### config.mk
export PLATFORM = sky130hd
export DESIGN_NAME = stsk_sink
export DESIGN_NICKNAME = d
export VERILOG_FILES = /design/src/stsk_window.sv /design/src/stsk_sink.sv
export SDC_FILE = /design/constraint.sdc
export NUM_CORES = 2
export LEC_CHECK = 0
export BUFFER_PORTS_ARGS = -buffer_cell sky130_fd_sc_hd__clkbuf_2
export CAP_MARGIN = 20
export CORE_MARGIN = 2
export CORE_UTILIZATION = 56
export CTS_CLUSTER_DIAMETER = 40
export DETAILED_ROUTE_END_ITERATION = 16
export PLACE_DENSITY = 0.75
export SYNTH_ARGS = -nofsm -noshare
export SYNTH_HDL_FRONTEND = slang
export SYNTH_HIERARCHICAL = 1
export SYNTH_SLANG_ARGS = --single-unit
### constraint.sdc
create_clock -name i_sys_clk -period 5.4 [get_ports i_sys_clk]
set_input_delay 0.27 -clock i_sys_clk [delete_from_list [all_inputs] [get_ports i_sys_clk]]
set_output_delay 0.27 -clock i_sys_clk [all_outputs]
set_load 0.005 [all_outputs]
### src/stsk_window.sv
`timescale 1ns/1ps

// ----------------------------------------------------------------------
// Shared constants, layouts and helpers of the stream sink controller
// ----------------------------------------------------------------------
package stsk_pkg;
	// Link shape, fixed at build time
	localparam int DATA_W = 32;
	localparam int BITS_PER_UNIT = 8;
	localparam int UNITS_PER_TRANSFER = 4;
	localparam int BEATS_EACH_CLOCK = 1;
	localparam int CHAN_W = 8;
	localparam int ERR_W = 2;
	localparam int EMPTY_W = 2;
	localparam logic [7:0] HIGHEST_CHANNEL_NUMBER = 8'hff;
	// Handshake timing fields
	localparam int DELAY_W = 4;
	localparam logic [3:0] DELAY_MAX = 4'h8;
	localparam logic [3:0] DELAY_ZERO = 4'h0;
	localparam logic [3:0] DELAY_ONE = 4'h1;
	localparam int HIST_W = 8;
	// Landing store
	localparam int FIFO_DEPTH = 32;
	localparam int PTR_W = 5;
	localparam int CNT_W = 6;
	localparam logic [5:0] FIFO_FULL = 6'h20;
	localparam logic [5:0] READY_LIMIT = 6'h0e;
	// Register map
	localparam int ADDR_W = 8;
	localparam logic [7:0] A_CTRL = 8'h00;
	localparam logic [7:0] A_STATUS = 8'h04;
	localparam logic [7:0] A_DATA = 8'h08;
	localparam logic [7:0] A_META = 8'h0c;
	localparam logic [7:0] A_BEATS = 8'h10;
	localparam logic [7:0] A_ERRS = 8'h14;
	// Control fields
	localparam int CTRL_EN = 0;
	localparam int CTRL_DLY_LSB = 4;
	localparam int CTRL_CRD_LSB = 8;
	localparam int CTRL_CRD_SET = 12;
	localparam int CTRL_EWP = 13;
	localparam int CTRL_MSB = 14;
	localparam logic [31:0] CTRL_RESET = 32'h0000_4000;
	// Status fields
	localparam int ST_CNT_LSB = 0;
	localparam int ST_OVF = 8;
	localparam int ST_RDY = 9;
	// Beat description fields
	localparam int MT_CHAN_LSB = 0;
	localparam int MT_ERR_LSB = 8;
	localparam int MT_EMPTY_LSB = 10;
	localparam int MT_FIRST = 12;
	localparam int MT_LAST = 13;
	localparam int MT_AVAIL = 31;

	typedef struct packed {
		logic [DATA_W-1:0] data;
		logic [CHAN_W-1:0] channel;
		logic [ERR_W-1:0] error;
		logic [EMPTY_W-1:0] empty;
		logic first;
		logic last;
	} stsk_beat_t;

	// Swap unit order so the first unit always lands in the top bits
	function automatic logic [DATA_W-1:0] stsk_swap_units(input logic [DATA_W-1:0] d);
		logic [DATA_W-1:0] r;
		r = '0;
		for (int u = 0; u < UNITS_PER_TRANSFER; u++) begin
			r[u*BITS_PER_UNIT +: BITS_PER_UNIT] =
				d[(UNITS_PER_TRANSFER-1-u)*BITS_PER_UNIT +: BITS_PER_UNIT];
		end
		return r;
	endfunction : stsk_swap_units
endpackage : stsk_pkg

// ----------------------------------------------------------------------
// Ready-cycle tracker: turns our ready history into the accept window
// ----------------------------------------------------------------------
module stsk_window (
	// Clock and reset
	input wire logic i_sys_clk,
	input wire logic i_rst_b,
	// Handshake state
	input wire logic i_ready,
	input wire logic i_valid,
	// Timing settings, already legalised
	input wire logic [3:0] i_delay,
	input wire logic [3:0] i_credit,
	// Window outputs
	output logic o_ready_cycle,
	output logic o_take,
	output logic [3:0] o_credit_left
);
	logic [stsk_pkg::HIST_W-1:0] ready_hist;

	// Ready seen in earlier cycles, newest in bit 0
	always_ff @(posedge i_sys_clk or negedge i_rst_b) begin
		if (!i_rst_b) begin
			ready_hist <= '0;
		end else begin
			ready_hist <= {ready_hist[stsk_pkg::HIST_W-2:0], i_ready};
		end
	end

	// Ready at n makes n plus delay a ready cycle
	assign o_ready_cycle = (i_delay == stsk_pkg::DELAY_ZERO) ? i_ready :
		ready_hist[3'(i_delay - stsk_pkg::DELAY_ONE)];

	// Credit reloads in every ready cycle, spent one per late transfer
	always_ff @(posedge i_sys_clk or negedge i_rst_b) begin
		if (!i_rst_b) begin
			o_credit_left <= '0;
		end else if (o_ready_cycle) begin
			o_credit_left <= i_credit;
		end else if (o_take && o_credit_left != stsk_pkg::DELAY_ZERO) begin
			o_credit_left <= o_credit_left - stsk_pkg::DELAY_ONE;
		end
	end

	// Qualified beat: valid in a ready cycle or inside the credit
	assign o_take = i_valid && (o_ready_cycle || o_credit_left != stsk_pkg::DELAY_ZERO);
endmodule : stsk_window

### src/stsk_sink.sv
`timescale 1ns/1ps

// ----------------------------------------------------------------------
// Stream sink controller: lands beats from a source, software drains them
// ----------------------------------------------------------------------

module stsk_sink (
	// Clock and reset
	input wire logic i_sys_clk,
	input wire logic i_rst_b,
	// Software register port
	input wire logic [stsk_pkg::ADDR_W-1:0] i_addr,
	input wire logic [31:0] i_wdata,
	input wire logic i_wr,
	input wire logic i_rd,
	output logic [31:0] o_rdata,
	// Stream link from the source
	input wire logic i_valid,
	input wire stsk_pkg::stsk_beat_t i_beat,
	output logic o_ready
);
	// ------------------------------------------------------------------
	// Control register and legalised timing
	// ------------------------------------------------------------------
	logic [31:0] ctrl;
	logic ctl_en;
	logic ctl_crd_set;
	logic ctl_ewp;
	logic ctl_msb;
	logic [3:0] dly_raw;
	logic [3:0] crd_raw;
	logic [3:0] dly_eff;
	logic [3:0] crd_eff;

	// Software control word
	always_ff @(posedge i_sys_clk or negedge i_rst_b) begin
		if (!i_rst_b) begin
			ctrl <= stsk_pkg::CTRL_RESET;
		end else if (i_wr && i_addr == stsk_pkg::A_CTRL) begin
			ctrl <= i_wdata;
		end
	end

	assign ctl_en = ctrl[stsk_pkg::CTRL_EN];
	assign ctl_crd_set = ctrl[stsk_pkg::CTRL_CRD_SET];
	assign ctl_ewp = ctrl[stsk_pkg::CTRL_EWP];
	assign ctl_msb = ctrl[stsk_pkg::CTRL_MSB];
	assign dly_raw = ctrl[stsk_pkg::CTRL_DLY_LSB +: stsk_pkg::DELAY_W];
	assign crd_raw = ctrl[stsk_pkg::CTRL_CRD_LSB +: stsk_pkg::DELAY_W];

	// Clamp to 0..8; a wrong write cannot push the window past the store
	assign dly_eff = (dly_raw > stsk_pkg::DELAY_MAX) ? stsk_pkg::DELAY_MAX : dly_raw;

	// Credit: unset means the delay, never below a nonzero delay
	always_comb begin
		if (!ctl_crd_set) begin
			crd_eff = dly_eff;
		end else if (crd_raw > stsk_pkg::DELAY_MAX) begin
			crd_eff = stsk_pkg::DELAY_MAX;
		end else if (dly_eff != stsk_pkg::DELAY_ZERO && crd_raw < dly_eff) begin
			crd_eff = dly_eff;
		end else begin
			crd_eff = crd_raw;
		end
	end

	// ------------------------------------------------------------------
	// Accept window
	// ------------------------------------------------------------------
	logic ready_cycle;
	logic take;
	logic [3:0] credit_left;

	stsk_window u_window (
		.i_sys_clk(i_sys_clk),
		.i_rst_b(i_rst_b),
		.i_ready(o_ready),
		.i_valid(i_valid),
		.i_delay(dly_eff),
		.i_credit(crd_eff),
		.o_ready_cycle(ready_cycle),
		.o_take(take),
		.o_credit_left(credit_left)
	);

	// ------------------------------------------------------------------
	// Landing store
	// ------------------------------------------------------------------
	stsk_pkg::stsk_beat_t mem [stsk_pkg::FIFO_DEPTH];
	stsk_pkg::stsk_beat_t landed;
	stsk_pkg::stsk_beat_t head;
	logic [stsk_pkg::PTR_W-1:0] wptr;
	logic [stsk_pkg::PTR_W-1:0] rptr;
	logic [stsk_pkg::CNT_W-1:0] count;
	logic full;
	logic push;
	logic pop;
	logic overrun;

	assign full = (count == stsk_pkg::FIFO_FULL);
	// Source fault tolerance is not our job; an overrun only sets a flag
	assign push = take && !full;
	assign overrun = take && full;
	assign pop = i_rd && i_addr == stsk_pkg::A_DATA && count != '0;
	assign head = mem[rptr];

	// Normalise the beat as it lands so software sees one layout
	always_comb begin
		landed = i_beat;
		if (!ctl_msb) begin
			landed.data = stsk_pkg::stsk_swap_units(i_beat.data);
		end
		// Empty means something only on the last beat unless counted throughout
		if (!ctl_ewp && !i_beat.last) begin
			landed.empty = '0;
		end
	end

	// Store write, taken only on qualified cycles
	always_ff @(posedge i_sys_clk) begin
		if (push) begin
			mem[wptr] <= landed;
		end
	end

	// Write pointer
	always_ff @(posedge i_sys_clk or negedge i_rst_b) begin
		if (!i_rst_b) begin
			wptr <= '0;
		end else if (push) begin
			wptr <= wptr + 1'b1;
		end
	end

	// Read pointer, advanced by a data read
	always_ff @(posedge i_sys_clk or negedge i_rst_b) begin
		if (!i_rst_b) begin
			rptr <= '0;
		end else if (pop) begin
			rptr <= rptr + 1'b1;
		end
	end

	// Fill level
	always_ff @(posedge i_sys_clk or negedge i_rst_b) begin
		if (!i_rst_b) begin
			count <= '0;
		end else if (push && !pop) begin
			count <= count + 1'b1;
		end else if (pop && !push) begin
			count <= count - 1'b1;
		end
	end

	// ------------------------------------------------------------------
	// Ready generation
	// ------------------------------------------------------------------
	// Headroom covers one flop cycle plus delay plus credit at their maximum
	always_ff @(posedge i_sys_clk or negedge i_rst_b) begin
		if (!i_rst_b) begin
			o_ready <= 1'b0;
		end else begin
			o_ready <= ctl_en && (count < stsk_pkg::READY_LIMIT);
		end
	end

	// ------------------------------------------------------------------
	// Statistics and sticky overrun
	// ------------------------------------------------------------------
	logic [31:0] beats;
	logic [31:0] errs;
	logic ovf;

	// Beats landed; a write to the counter clears it unless a beat lands in that cycle
	always_ff @(posedge i_sys_clk or negedge i_rst_b) begin
		if (!i_rst_b) begin
			beats <= '0;
		end else if (push) begin
			beats <= beats + 1'b1;
		end else if (i_wr && i_addr == stsk_pkg::A_BEATS) begin
			beats <= '0;
		end
	end

	// Beats with any error bit; the meaning of each bit is software's
	always_ff @(posedge i_sys_clk or negedge i_rst_b) begin
		if (!i_rst_b) begin
			errs <= '0;
		end else if (push && i_beat.error != '0) begin
			errs <= errs + 1'b1;
		end else if (i_wr && i_addr == stsk_pkg::A_ERRS) begin
			errs <= '0;
		end
	end

	// Overrun flag; a new overrun beats a clear in the same cycle
	always_ff @(posedge i_sys_clk or negedge i_rst_b) begin
		if (!i_rst_b) begin
			ovf <= 1'b0;
		end else if (overrun) begin
			ovf <= 1'b1;
		end else if (i_wr && i_addr == stsk_pkg::A_STATUS && i_wdata[stsk_pkg::ST_OVF]) begin
			ovf <= 1'b0;
		end
	end

	// ------------------------------------------------------------------
	// Read port
	// ------------------------------------------------------------------
	logic [31:0] next_rdata;

	// Read mux; unmapped addresses and idle cycles read zero
	always_comb begin
		next_rdata = '0;
		if (i_rd) begin
			unique case (i_addr)
				stsk_pkg::A_CTRL: begin
					next_rdata = ctrl;
				end
				stsk_pkg::A_STATUS: begin
					next_rdata[stsk_pkg::ST_CNT_LSB +: stsk_pkg::CNT_W] = count;
					next_rdata[stsk_pkg::ST_OVF] = ovf;
					next_rdata[stsk_pkg::ST_RDY] = o_ready;
				end
				stsk_pkg::A_DATA: begin
					next_rdata = (count != '0) ? head.data : '0;
				end
				stsk_pkg::A_META: begin
					if (count != '0) begin
						next_rdata[stsk_pkg::MT_CHAN_LSB +: stsk_pkg::CHAN_W] = head.channel;
						next_rdata[stsk_pkg::MT_ERR_LSB +: stsk_pkg::ERR_W] = head.error;
						next_rdata[stsk_pkg::MT_EMPTY_LSB +: stsk_pkg::EMPTY_W] = head.empty;
						next_rdata[stsk_pkg::MT_FIRST] = head.first;
						next_rdata[stsk_pkg::MT_LAST] = head.last;
						next_rdata[stsk_pkg::MT_AVAIL] = 1'b1;
					end
				end
				stsk_pkg::A_BEATS: begin
					next_rdata = beats;
				end
				stsk_pkg::A_ERRS: begin
					next_rdata = errs;
				end
				default: begin
					next_rdata = '0;
				end
			endcase
		end
	end

	// Read data stand in the cycle after the strobe only
	always_ff @(posedge i_sys_clk or negedge i_rst_b) begin
		if (!i_rst_b) begin
			o_rdata <= '0;
		end else begin
			o_rdata <= next_rdata;
		end
	end
endmodule : stsk_sink

After elaboration in Yosys (flattened, before gate mapping)
Memory sizes are Yosys's and may differ from the RTL's.
Cells that the tools add are included.

operators by class
  add/subtract/negate cells = 8
  multiply operators = 0
  div/mod/pow operators = 0
  $lt $le $gt $ge = 5
  eq/ne operators = 6
  shifts and indexed selects = 0
  multiplexer cells = 31
  bitwise operators = 0
  reduce and logical (&&, ||, !) cells = 34

operators with widths
  kind                     count
  $mux W32                 7
  $pmux W17 S4             1
  $add A32 B1 Y32 const B  2
  $pmux W6 S6              1
  $mux W4                  6
  $pmux W4 S5              1
  $logic_and A1 B1 Y1      17
  $eq A8 B4 Y1 const B     2
  $eq A8 B5 Y1 const B     2
  $mux W14                 1
  $mux W6                  2
  $pmux W2 S6              1
  $reduce_bool A2 Y1       6
  $add A5 B1 Y5 const B    2
  $pmux W2 S5              1
  $eq A8 B3 Y1 const B     1
  $gt A4 B4 Y1 const B     2
  $logic_not A8 Y1         1
  $reduce_bool A4 Y1       2
  $mux W1                  7
  $add A6 B1 Y6 const B    1
  $eq A6 B6 Y1 const B     1
  $lt A6 B4 Y1 const B     1
  $reduce_bool A6 Y1       1
  11 further kinds         15

word-level totals
  register bits after elaboration = 158
  latch bits = 0
  memory bits (writable) = 1472
  bits in read-only memories = 0
  input port bits = 91
  memories = 1

memory list
  memory  words  width  rd ports  clocked after Yosys merged registers in  wr ports  line             RTL
  mem     32     46     1         0                                        1         stsk_sink.sv:89  stsk_pkg::stsk_beat_t mem [stsk_pkg::FIFO_DEPTH];

Depth between registers and ports, before layout
  depth after elaboration = 13
  depth in mapped cells = 21

Hierarchy
The synthesis kept the hierarchy.

modules (own cells, without submodules)
  module       times used  cells each  area each (um^2)  sequential area each (um^2)
  stsk_sink    1           3171        63843.7           47857.1
  stsk_window  1           44          588.1             300.3

Worst setup path after synthesis
No wires, ideal clock.

  path type = reg-to-reg
  start point = reg ctrl[7]
  end point = mem mem[30][0] (netlist name), enable pin
  setup time = 0.450 ns
  data arrival time = 4.669 ns
  path slack = 0.281 ns
  cell stages (with the launch flop) = 13
  path buffers = 1
  path through = dfrtp_1 -> nor2b_1 -> inv_1 -> ha_1 -> mux4_1 -> mux2_4 -> mux2i_4 -> a31oi_1 -> o31ai_4 -> inv_2 -> clkbuf_1 -> nand2_1 -> nor2_1

between the ends
  longest elaborated chain between the ends = 11
  elaborated cells between the ends (all ways) = 12
  those cells by class = add/sub (1); order compare (1); mux (6); reduce/logical (4)

ends and longest elaborated chain
  what                               line                RTL
  start, declared                    stsk_sink.sv:25     logic [31:0] ctrl;
  start signal, assigned             stsk_sink.sv:38     ctrl <= stsk_pkg::CTRL_RESET;
  start signal, assigned             stsk_sink.sv:40     ctrl <= i_wdata;
  $gt A4 B4 Y1 (*)                   stsk_sink.sv:52     assign dly_eff = (dly_raw > stsk_pkg::DELAY_MAX) ? stsk_pkg::DELAY_MAX : dly_raw;
  $mux W4 (*)                        stsk_sink.sv:52
  net dly_eff[0]                     stsk_sink.sv:32     logic [3:0] dly_eff;
  $sub A3 B1 Y3                      stsk_window.sv:108  ready_hist[3'(i_delay - stsk_pkg::DELAY_ONE)];
  $bmux W1 S3                        stsk_window.sv:108
  $mux W1 (implied by the code)      stsk_window.sv:108
  $mux W1 (*)                        stsk_window.sv:107  assign o_ready_cycle = (i_delay == stsk_pkg::DELAY_ZERO) ? i_ready :
  $logic_or A1 B1 Y1 (*)             stsk_window.sv:122  assign o_take = i_valid && (o_ready_cycle || o_credit_left != stsk_pkg::DELAY_ZERO);
  $logic_and A1 B1 Y1 (*)            stsk_window.sv:122
  net take                           stsk_sink.sv:71     logic take;
  $logic_and A1 B1 Y1 (*)            stsk_sink.sv:102    assign push = take && !full;
  net push                           stsk_sink.sv:96     logic push;
  $mux W1 (*)                        stsk_sink.sv:121    if (push) begin
  $mux W1 (implied by the code) (*)  stsk_sink.sv:122    mem[wptr] <= landed;
  end, declared                      stsk_sink.sv:89

The timed path passes the listed nets; every way through them passes the cells marked *. The select of a mux whose other input is x is not followed.

Worst setup path in the final report
  start point = reg ctrl[7]
  end point = mem mem[1][17] (netlist name), enable pin

between the ends
  longest elaborated chain between the ends = 11
  elaborated cells between the ends (all ways) = 12
  those cells by class = add/sub (1); order compare (1); mux (6); reduce/logical (4)

ends and longest elaborated chain
  what                               line
  $gt A4 B4 Y1 (*)                   stsk_sink.sv:52
  $mux W4 (*)                        stsk_sink.sv:52
  net dly_eff[0]                     stsk_sink.sv:32
  $sub A3 B1 Y3                      stsk_window.sv:108
  $bmux W1 S3                        stsk_window.sv:108
  $mux W1 (implied by the code)      stsk_window.sv:108
  $mux W1 (*)                        stsk_window.sv:107
  $logic_or A1 B1 Y1 (*)             stsk_window.sv:122
  $logic_and A1 B1 Y1 (*)            stsk_window.sv:122
  net take                           stsk_sink.sv:71
  $logic_and A1 B1 Y1 (*)            stsk_sink.sv:102
  $mux W1 (*)                        stsk_sink.sv:121
  $mux W1 (implied by the code) (*)  stsk_sink.sv:122

Marked as above.

==> run summary <==
run status = finished, violations left
violations in the final reports = antenna violations
Crit path required time = 5.79 ns
number of maximum-capacitance violations = 0
largest driver fanout on the critical path = 36
first-pass GRT wire length = 239,000 um
number of nets in the layout = 3,620
width of the die = 343 um
leading cell types in the layout, fill and taps excluded = sky130_fd_sc_hd__edfxtp_1 (1,472), sky130_fd_sc_hd__mux4_2 (340), sky130_fd_sc_hd__clkbuf_16 (185)
sinks on the clock net = 1,630
violation count after the first detailed-routing iteration = 4,624
number of port buffers = 123
hpwl dp = 99,200 um
share of cells above drive strength 1 = 27.8%
Slew HR = 30.5%
buffers plus inverters on the worst setup path = 3
worst clock skew = 0.0327 ns
synth warn = 6
Vert. Die Dim = 343 um
cell count after synthesis = 3,214
final standard cell count with taps included and fillers excluded = 5,184
Post-CTS Setup Repair Bufs = 0
Rows = 124
average wire per cell in the routed design = 32.0 um
Final setup violation count = 0
clock buffer count from CTS = 181
slew at the pin closest to its max-slew limit = 1.04 ns
Mapped Area = 64,400 um2
Crit Path Class = reg2reg
Fill cells = 7,362
critical path's slowest cell = sky130_fd_sc_hd__a31oi_1
static leakage = 23.8 nW
gr usage total = 28.5%
final hold violation count = 0
achievable frequency = 0.205 GHz
H-tree lvl count = 4
WP data arrival = 5.28 ns
area growth from synthesis to final layout = 14.7%
area occupied by multi-input gates = 15,600 um2
clock tree from TritonCTS = built
Routed Antenna Nets = 1
slowest stage delay, CP = 0.63 ns
buffer depth of the longest clock path = 3
grt total ovfl = 0
number of detailed-route iterations in the first pass = 6
Fin Setup TNS = 0 ns
final critical-path required period = 4.88 ns
count of vias placed by the detailed router = 34,300
standard cell core area = 114,000 um2
final critical-path share of the clock period = 90.4%
cell area power density = 401 nW/um2
most common library cell in the layout ignoring fill and taps = sky130_fd_sc_hd__edfxtp_1
worst hold-check path type = in2reg
instance count after placement with tap cells included = 4,801
initial core utilization = 56.4%
footprint of the flip-flops and latches = 48,200 um2
dominant delay contributor by cell family on the critical path = simple AND/OR/NAND/NOR gates
routed via count divided by cell count = 6.61
via count of the first global-routing pass = 34,000
number of top-level pins = 124
pin count of the biggest net entering global routing = 74
routability-driven placement congestion ratio = 0.889
Clock Tree Root = sky130_fd_sc_hd__clkbuf_16
total wirelength of the detailed-routed design = 166,000 um
cells along the critical path = nor2b_1 > inv_1 > ha_1 > mux4_1 > mux2_4 > mux2i_4 > a31oi_1 > o31ai_4 > inv_2 > nand2_1 > nor2_4 > buf_4
initial antenna violation count = 11
VDD IR max = 0.431 mV
clock latency on the worst-skew pair = 0.79 ns
type of element launching the critical path = flip-flop
synthesized area divided by synthesized cell count = 20.0 um2
drt drc = 0
CTS clock-pin slew for the worst setup and hold paths = 0.05 ns
total die area = 118,000 um2
synthesized net count = 3,324
setup repair after global routing missed its margin = false
pins over their slew limit = 0
crit end category = flip-flop
==> layout make-up <==
class | count | area share, %
multi-input combinational | 1399 | 21.1
tap | 1512 | 2.56
clock inverter | 110 | 1.65
inverter | 20 | 0.102
clock buffer | 228 | 6.52
antenna | 7 | 0.0237
timing repair buffer | 278 | 2.92
sequential | 1630 | 65.2
==> state kept, by name, summed over array words and instances, names as in the netlist <==
register	count
count	6
beats	32
wptr	5
ovf	1
o_rdata	32
u_window/o_credit_left	4
rptr	5
o_ready	1
ctrl	32
mem	1472
u_window/ready_hist	8
errs	32
==> worst register-to-register path: cells and delay by family (launching register included) <==
kind	cells	cell delay, ns
and+or+nand+nor	3	1.18
buffers and inverters	3	1.06
AOI/OAI and AO/OA	2	0.97
muxes	3	0.47
DFF	1	0.45
adders and majority gates	1	0.33
==> metrics by stage <==
step / cell area, um2 / total power (W) / hold WS [ns] / utilization, % / worst slack (ns)
detailed placement: 67500 / 0.0176 / 0.354 / 59.1 / 0.599
floorplan: 64400 / 0.0165 / -0.0256 / - / 0.286
CTS: 73900 / 0.0298 / 0.0220 / 64.7 / 0.555
global placement: 67500 / 0.0175 / 0.353 / 59.1 / 0.727
finish: 73900 / 0.0297 / 0.0909 / 64.7 / 0.517
global route: 73900 / 0.0305 / 0.0802 / 64.7 / 0.223
==> power by group <==
group          internal (W)  switching, W
Combinational      0.000926       0.00167
Clock               0.00726       0.00503
Sequential           0.0145      0.000287
==> metal layers <==
metal | part of all wire [%] | global-route usage [%] | vias to the layer above
met5 | 0.043 | 0 | -
met4 | 3.7 | 11.0 | 12
met3 | 11 | 6.23 | 343
met2 | 48 | 45.2 | 2208
met1 | 37 | 39.3 | 17700
li1 | - | - | 14000
==> final timing paths <==
kind	start	cells past startpoint	to	slack, ns
min in group asynchronous	i_rst_b	2	ctrl[25]	0.12
setup reg to reg	ctrl[7]	12	mem[1][17]	0.52
setup / recovery	ctrl[7]	12	mem[1][17]	0.52
hold reg to reg	u_window/ready_hist[3]	0	u_window/ready_hist[4]	0.37
max in group asynchronous	i_rst_b	3	o_rdata[12]	4.05
hold / removal	i_addr[3]	4	ovf	0.09
==> repair_timing <==
item	CTS	global route
gates resized for setup	0	0
endpoints found under the setup margin	0	0
endpoints found under the hold margin	109	0
hold buffers	37	0
Note: power is estimated with default switching activity, not from simulation.
